$ cat src/verilog/cscd_pkg.sv
// package for the codec serial control decoder: constants and enumerations
// assumes a single core clock; the bit clock and strobe arrive as synchronous inputs
`default_nettype none
package cscd_pkg;
    // control-address pin levels, decoded outside into two bits
    typedef enum logic [1:0] {CA_NEG, CA_DGND, CA_POS, CA_BAD} cscd_ca_type;
    // function field of the gain/loopback register
    localparam logic [1:0] FN_NORMAL = 2'h0;
    localparam logic [1:0] FN_DIG_LOOP = 2'h1;
    localparam logic [1:0] FN_ANA_LOOP = 2'h2;
    localparam logic [1:0] FN_PWRDN = 2'h3;
    // field positions
    localparam int TXG_LSB = 0;
    localparam int RXG_LSB = 3;
    localparam int FN_LSB = 6;
    localparam int TST_LSB = 6;
    localparam int SPARE_W = 6;
    // reset values
    localparam logic [7:0] GLC_RST = 8'hc0;
    localparam logic [7:0] OTC_RST = 8'h00;
    // power-up hold, in bit clock cycles
    localparam int PWRUP_CYCLES = 25;
    localparam int WORD_BITS = 8;
    localparam int FIFO_DEPTH = 16;
endpackage : cscd_pkg
`default_nettype wire

$ cat src/verilog/cscd_fifo.sv
// small synchronous fifo with valid/ready on both sides
// assumes one clock and a synchronous active-high reset
`timescale 1ns/1ps
`default_nettype none
module cscd_fifo #(
    parameter int WIDTH = 8,
    parameter int DEPTH = 16
) (
    input wire logic core_clk,
    input wire logic srst,
    input wire logic [WIDTH-1:0] in_data,
    input wire logic in_valid,
    output logic in_ready,
    output logic [WIDTH-1:0] out_data,
    output logic out_valid,
    input wire logic out_ready
);
    localparam int AW = $clog2(DEPTH);
    logic [WIDTH-1:0] mem [DEPTH];
    logic [AW:0] wp_ff;
    logic [AW:0] rp_ff;
    logic full;
    logic empty;
    assign full = (wp_ff[AW-1:0] == rp_ff[AW-1:0]) && (wp_ff[AW] != rp_ff[AW]);
    assign empty = (wp_ff == rp_ff);
    assign in_ready = !full;
    assign out_valid = !empty;
    assign out_data = mem[rp_ff[AW-1:0]];
    always_ff @(posedge core_clk) begin
        if (in_valid && !full) begin
            mem[wp_ff[AW-1:0]] <= in_data;
        end
        if (srst) begin
            wp_ff <= '0;
            rp_ff <= '0;
        end else begin
            if (in_valid && !full) begin
                wp_ff <= wp_ff + 1'b1;
            end
            if (out_ready && !empty) begin
                rp_ff <= rp_ff + 1'b1;
            end
        end
    end
endmodule : cscd_fifo
`default_nettype wire

$ cat src/verilog/cscd_top.sv
// codec serial control decoder: frame slot timing, control word load, pcm loopback
// assumes bit clock, strobe and serial inputs are synchronous to core_clk
`timescale 1ns/1ps
`default_nettype none
module cscd_top (
    input wire logic core_clk,
    input wire logic srst,
    input wire logic bit_clock_2m048,
    input wire logic frame_strobe_n,
    input wire logic [1:0] control_address_level,
    input wire logic control_serial_in,
    input wire logic control_held,
    input wire logic pcm_serial_in,
    output logic pcm_serial_out,
    output logic pcm_out_en,
    input wire logic [7:0] enc_data,
    input wire logic enc_valid,
    output logic enc_ready,
    output logic [7:0] dec_data,
    output logic dec_valid,
    output logic [5:0] spare_drive_outputs,
    output logic [2:0] tx_gain_db,
    output logic [2:0] rx_atten_db,
    output logic [1:0] test_select,
    output logic powerdown,
    output logic digital_loopback,
    output logic analog_loopback,
    output logic analog_out_grounded,
    output logic analog_in_disconnected
);
    ////////////////////////////////////////////////////////////////////////
    typedef struct packed {
        logic clk_d;
        logic [4:0] pwr_cnt;
        logic [3:0] bit_cnt;
        logic in_slot;
        logic slot_pcm;
        logic [1:0] slot_ca;
        logic [7:0] ctl_sh;
        logic [7:0] pcm_sh;
        logic [7:0] out_sh;
        logic out_en;
        logic [7:0] glc;
        logic [7:0] otc;
        logic [7:0] dec;
        logic dec_v;
    } cscd_state_type;

    cscd_state_type cur_ff;
    cscd_state_type nxt_cur;
    logic rise;
    logic fall;
    logic pwr_hold;
    logic pin_mode;
    logic [7:0] fifo_data;
    logic fifo_valid;
    logic fifo_take;

    // control_held: address negative and control input held steady (pin mode)
    assign pin_mode = control_held && (control_address_level == cscd_pkg::CA_NEG);
    assign rise = bit_clock_2m048 && !cur_ff.clk_d;
    assign fall = !bit_clock_2m048 && cur_ff.clk_d;
    assign pwr_hold = (cur_ff.pwr_cnt != 5'(cscd_pkg::PWRUP_CYCLES));

    // encoder words wait here until the next pcm slot; back-pressure reaches the encoder
    cscd_fifo #(.WIDTH(8), .DEPTH(cscd_pkg::FIFO_DEPTH)) u_fifo (
        .core_clk(core_clk),
        .srst(srst),
        .in_data(enc_data),
        .in_valid(enc_valid),
        .in_ready(enc_ready),
        .out_data(fifo_data),
        .out_valid(fifo_valid),
        .out_ready(fifo_take)
    );

    function automatic logic [7:0] shift_in(input logic [7:0] v, input logic b);
        shift_in = {v[6:0], b}; // msb first
    endfunction : shift_in

    ////////////////////////////////////////////////////////////////////////
    always_comb begin
        logic start;
        logic pcm_ok;
        start = 1'b0;
        pcm_ok = 1'b0;
        nxt_cur = cur_ff;
        nxt_cur.clk_d = bit_clock_2m048;
        nxt_cur.dec_v = 1'b0;
        fifo_take = 1'b0;
        if (rise && pwr_hold) begin
            nxt_cur.pwr_cnt = cur_ff.pwr_cnt + 5'h01;
        end
        // slot opens on the first rising bit clock edge with the strobe low
        if (rise && !frame_strobe_n && !cur_ff.in_slot) begin
            start = 1'b1;
            nxt_cur.in_slot = 1'b1;
            nxt_cur.bit_cnt = 4'h0;
            nxt_cur.slot_ca = control_address_level;
            pcm_ok = (control_address_level != cscd_pkg::CA_POS);
            nxt_cur.slot_pcm = pcm_ok;
            // pcm out is dropped during powerdown; digital loopback echoes last received byte
            nxt_cur.out_en = pcm_ok && !powerdown;
            if (cur_ff.glc[7:6] == cscd_pkg::FN_DIG_LOOP) begin
                nxt_cur.out_sh = cur_ff.pcm_sh;
                fifo_take = fifo_valid && pcm_ok; // encoder output discarded
            end else begin
                nxt_cur.out_sh = fifo_valid ? fifo_data : 8'h00;
                fifo_take = fifo_valid && pcm_ok;
            end
        end else if (rise && cur_ff.in_slot) begin
            nxt_cur.out_sh = {cur_ff.out_sh[6:0], 1'b0};
            if (cur_ff.bit_cnt == 4'(cscd_pkg::WORD_BITS)) begin
                nxt_cur.in_slot = 1'b0;
                nxt_cur.out_en = 1'b0;
            end
        end
        if (fall && cur_ff.in_slot && cur_ff.bit_cnt < 4'(cscd_pkg::WORD_BITS)) begin
            nxt_cur.ctl_sh = shift_in(cur_ff.ctl_sh, control_serial_in);
            if (cur_ff.slot_pcm) begin
                nxt_cur.pcm_sh = shift_in(cur_ff.pcm_sh, pcm_serial_in);
            end
            nxt_cur.bit_cnt = cur_ff.bit_cnt + 4'h1;
            if (cur_ff.bit_cnt == 4'(cscd_pkg::WORD_BITS - 1)) begin
                // whole word in: only now touch the registers
                if (cur_ff.slot_pcm) begin
                    nxt_cur.dec = (cur_ff.glc[7:6] == cscd_pkg::FN_DIG_LOOP) ? 8'h00
                        : shift_in(cur_ff.pcm_sh, pcm_serial_in);
                    nxt_cur.dec_v = 1'b1;
                end
                if (!pwr_hold && !control_held) begin
                    case (cur_ff.slot_ca)
                        cscd_pkg::CA_NEG: begin
                            nxt_cur.glc = shift_in(cur_ff.ctl_sh, control_serial_in);
                            nxt_cur.otc = cscd_pkg::OTC_RST;
                        end
                        cscd_pkg::CA_DGND: begin
                            nxt_cur.glc = shift_in(cur_ff.ctl_sh, control_serial_in);
                        end
                        cscd_pkg::CA_POS: begin
                            nxt_cur.otc = shift_in(cur_ff.ctl_sh, control_serial_in);
                        end
                        default: begin
                        end
                    endcase
                end
            end
        end
        if (start && pwr_hold) begin
            nxt_cur.out_en = 1'b0;
        end
    end

    always_ff @(posedge core_clk) begin
        if (srst) begin
            cur_ff <= '0;
            // track the pin through reset so that leaving reset makes no false bit clock edge
            cur_ff.clk_d <= bit_clock_2m048;
            cur_ff.glc <= cscd_pkg::GLC_RST;
            cur_ff.otc <= cscd_pkg::OTC_RST;
        end else begin
            cur_ff <= nxt_cur;
        end
    end

    ////////////////////////////////////////////////////////////////////////
    logic [1:0] fn;
    logic held_high;
    assign held_high = pin_mode && control_serial_in;
    // pin mode overrides the stored gain and test fields, and the function field at the mode outputs but not in the pcm loopback path,
    // and the spares only when held low; the stored values resume once serial words flow
    assign fn = pwr_hold ? cscd_pkg::FN_PWRDN
        : held_high ? cscd_pkg::FN_PWRDN
        : pin_mode ? cscd_pkg::FN_NORMAL : cur_ff.glc[7:6];
    assign powerdown = (fn == cscd_pkg::FN_PWRDN);
    assign digital_loopback = (fn == cscd_pkg::FN_DIG_LOOP);
    assign analog_loopback = (fn == cscd_pkg::FN_ANA_LOOP);
    assign analog_out_grounded = analog_loopback || powerdown;
    assign analog_in_disconnected = analog_loopback;
    assign tx_gain_db = (pin_mode || pwr_hold) ? 3'h0 : cur_ff.glc[cscd_pkg::TXG_LSB +: 3];
    assign rx_atten_db = (pin_mode || pwr_hold) ? 3'h0 : cur_ff.glc[cscd_pkg::RXG_LSB +: 3];
    assign test_select = (pin_mode || pwr_hold) ? 2'h0 : cur_ff.otc[cscd_pkg::TST_LSB +: 2];
    assign spare_drive_outputs = pin_mode && !control_serial_in ? 6'h3f
        : cur_ff.otc[cscd_pkg::SPARE_W-1:0];
    assign pcm_serial_out = cur_ff.out_sh[7];
    assign pcm_out_en = cur_ff.out_en && !powerdown;
    assign dec_data = cur_ff.dec;
    assign dec_valid = cur_ff.dec_v;
endmodule : cscd_top
`default_nettype wire

$ cat config.mk
export PLATFORM = sky130hd
export DESIGN_NAME = cscd_top
export DESIGN_NICKNAME = d
export VERILOG_FILES = /design/src/verilog/cscd_pkg.sv /design/src/verilog/cscd_fifo.sv /design/src/verilog/cscd_top.sv
export SDC_FILE = /design/constraint.sdc
export NUM_CORES = 1
export LEC_CHECK = 0
export ABC_CLOCK_PERIOD_IN_PS = 6200
export BUFFER_PORTS_ARGS = -buffer_cell sky130_fd_sc_hd__buf_2
export CAP_MARGIN = 20
export CORE_MARGIN = 1
export CORE_UTILIZATION = 60
export DETAILED_ROUTE_END_ITERATION = 12
export GPL_ROUTABILITY_DRIVEN = 1
export PLACE_DENSITY = 0.79
export SYNTH_ARGS = -nofsm -noshare
export SYNTH_HDL_FRONTEND = slang
export SYNTH_HIERARCHICAL = 1
export SYNTH_SLANG_ARGS = --single-unit
$ cat constraint.sdc
create_clock -name core_clk -period 6.2 [get_ports core_clk]
set_input_delay 1.24 -clock core_clk [delete_from_list [all_inputs] [get_ports core_clk]]
set_output_delay 1.24 -clock core_clk [all_outputs]
set_load 0.01 [all_outputs]
==> impl_metrics.py <==
metrics = {
    "yosys": {
        "ys.flop_type": "edfxtp_1",
        "yosys_warnings": 6,
        "syn_avg_cell_area_um2": 13.9,
        "synth_top_area_share_pct": 44.1,
        "syn_nets": 654,
        "synth_edf_count": 128,
        "ys_ff_latch": 205,
        "synth_area_um2": 8710,
        "yosysTopAreaCell": "edfxtp_1",
        "synth_seq_area_share_pct": 61.8,
        "yosysUniqueCellTypes": 54,
        "yosys-top-cells-area": "edfxtp_1, dfxtp_1, mux4_1, mux4_2, a21oi_1",
        "synthCells": 627,
        "ys_async_sr_fraction_pct": 0,
    },
    "placed_design": {
        "dpl_cell_area_um2": 8940,
        "place_ws_ns": 2.50,
        "gp_congestion": 0.806,
        "io_buffers": 48,
        "dp_hpwl_mm": 11.1,
    },
    "critical_path": {
        "cp_data_arrival_time_ns": 2.46,
        "critPathLaunch": "control_address_level[1]",
        "cp_max_fo": 5,
        "reg2reg_depth": 5,
        "startpoint_type": "input port",
        "required_ns": 4.96,
        "critical_path_class": "input port to output pin",
        "reg2reg_slack_ns": 3.18,
        "end_kind": "output pin",
        "endpoint": "pcm_out_en",
        "reg2reg_to": "cur_ff[29]",
    },
    "routing": {
        "routed_wl_mm": 18.6,
        "drtIter0Drc": 515,
        "avgViaCountPerCell": 6.34,
        "vias": 5404,
        "wl_per_cell_um": 21.8,
        "drtAntennaViolNets": 0,
        "drt_pass1_iterations": 6,
        "drc": 0,
    },
    "timing": {
        "hold_slack_ns": 0.450,
        "tightestPinTransition_ns": 1.21,
        "worst_slack_ns": 2.50,
        "slew_headroom_pct": 19.4,
        "fin_setup_tns_ns": 0,
        "rsz0062_at_grt": "no",
        "period_minus_slack_ns": 3.70,
        "hold_viol_final": 0,
        "period_share_pct": 59.6,
        "setup_viol": 0,
        "fmax_mhz": 271,
        "slew_violations": 0,
        "skew_ns": 0.0157,
    },
    "power": {
        "vdd_drop_max_uv": 217,
        "power_density_nw_per_um2": 287,
        "pwr-share-comb_pct": 3.9,
        "pwr-share-clk_pct": 42.5,
        "p_sw_share_pct": 20.5,
        "switchingPower_uw": 565,
        "leakage_nw": 3.34,
        "seqPwrFrac_pct": 53.6,
        "p_int_mw": 2.19,
    },
    "global_routing": {
        "grt_use_total_pct": 25.6,
        "overflow": 0,
        "grt_max_degree": 85,
        "grt_pass1_vias": 5186,
        "grt_pass1_wl_mm": 28.3,
        "antenna_found_initial": 0,
    },
    "finish": {
        "antenna_cells": 0,
        "nets": 685,
        "layout-drive-gt1-share_pct": 18.1,
        "num-fill-cells": 925,
        "area_delta_synth_final_pct": 10.1,
        "fin_area_um2": 9600,
        "postLayoutCoreUtil_pct": 68.3,
    },
    "die": {
        "num_rows": 43,
        "chipHeight_um": 123,
        "fp.dieArea_um2": 15000,
        "initial_core_util_pct": 62.1,
        "design.portCount": 49,
        "die_w_um": 123,
        "core_um2": 14000,
    },
    "run_status": {
        "status": "complete, no violations",
    },
    "cts": {
        "cts.sinks": 205,
        "post_cts_buffers": 0,
        "numCtsBuffers": 21,
        "cts.root.buffer_cell": "clkbuf_16",
        "cts_resized": 0,
        "clk_latency_ns": 0.48,
        "cts_max_path_buffers": 3,
        "path_clk_slew_ns": 0.06,
        "h-tree-depth": 1,
        "cts_tree": "built",
        "hold_buffers": 0,
    },
    "run": {
        "drv_cap": 0,
    },
    "hold_path": {
        "min-delay-path-class": "flop to flop",
    },
}
## metrics by stage
step / cells / total power, mW
finish: 853 / 2.76
global route: 853 / 2.84
CTS: 852 / 2.77
detailed placement: 814 / 1.61
global placement: 814 / 1.60
floorplan: 627 / 1.57
## layout make-up
type	count	area, µm²	share of cell area, %
Sequential cell	205	5390	56.1
Clock inverter	3	18.8	0.196
Inverter	16	60.1	0.626
Tap cell	180	225	2.35
Timing Repair Buffer	52	270	2.82
Multi-Input combinational cell	362	3010	31.3
Clock buffer	35	628	6.54
## per-layer routing
layer  share of wire [%]  track usage, %
met4                 2.7            9.68
met2                  49            42.1
met1                  41            34.2
met5                   0               0
met3                 7.2            4.23
## placed cells by master (no fill, tap or decap), drive strengths merged, types with 17 or more instances in the layout
| cell | count |
|---|---|
| inv | 17 |
| nor2 | 36 |
| buf | 52 |
| edfxtp | 128 |
| dfxtp | 77 |
| and3 | 19 |
| a21oi | 48 |
| mux4 | 40 |
| nand3 | 29 |
| clkbuf | 35 |
| nand2 | 43 |
## critical path, stage by stage
cell      delay, ns
buf_2          0.14
or3b_4         0.43
a311oi_2       0.36
and2_1         0.17
buf_2          0.12
## power by group through the flow
| stage | clock network (mW) | logic [mW] | registers (mW) |
|---|---|---|---|
| after floorplan | 0 | 0.0716 | 1.50 |
| after global placement | 0 | 0.0996 | 1.50 |
| after detailed placement | 0 | 0.106 | 1.51 |
| after CTS | 1.19 | 0.107 | 1.48 |
| after global routing | 1.24 | 0.119 | 1.48 |
| final | 1.17 | 0.109 | 1.48 |
## flip-flops by register name (all words and copies together) (netlist names), named ones only
register        count
pcm_serial_out      1
u_fifo/mem        128
cur_ff             53
u_fifo/rp_ff        5
dec_data            8
u_fifo/wp_ff        5
dec_valid           1
## cell families (layout without fill, tap and decap cells)
group	Yosys count	after routing	synth area share [%]
XOR/XNOR	10	10	1.01
buffers and inverters	60	106	3.75
flip-flops	205	205	61.8
AND/OR/NAND/NOR	202	202	12.7
multiplexers	54	54	13.1
AO/OA/AOI/OAI	87	87	6.39
adder cells (fa/ha/maj)	9	9	1.29
## synthesized netlist by cell type, types with 4 or more instances
library cell  number
mux2i_1            9
nand2_1           43
clkbuf_1          16
nor2_1            36
and2_1            11
mux4_2            16
nor2b_1            6
xnor2_1            5
nand4_1            5
and4_1             7
o311ai_0           6
buf_4             12
or2_2              6
inv_1             16
mux2_2             5
or3_1              8
a211oi_1           8
edfxtp_1         128
ha_1               9
xor2_1             5
buf_1              4
nand3_1           29
a21oi_1           45
nand2b_1          10
nor3_1            10
buf_2              8
dfxtp_1           77
mux4_1            24
o21ai_0           12
and3_1            19
## how the worst min path moves through the flow
stage	from	to	slack (ns)	depth (start not counted)
3_3_place_gp	dec_data[3]	dec_data[3]	0.44	2
6_report	dec_data[5]	dec_data[5]	0.45	2
3_5_place_dp	dec_data[5]	dec_data[5]	0.45	2
5_1_grt	dec_data[4]	dec_data[4]	0.48	2
2_1_floorplan	cur_ff[26]	cur_ff[26]	0.43	2
4_1_cts	dec_data[5]	dec_data[5]	0.45	2
(Power assumes the default switching activity.)
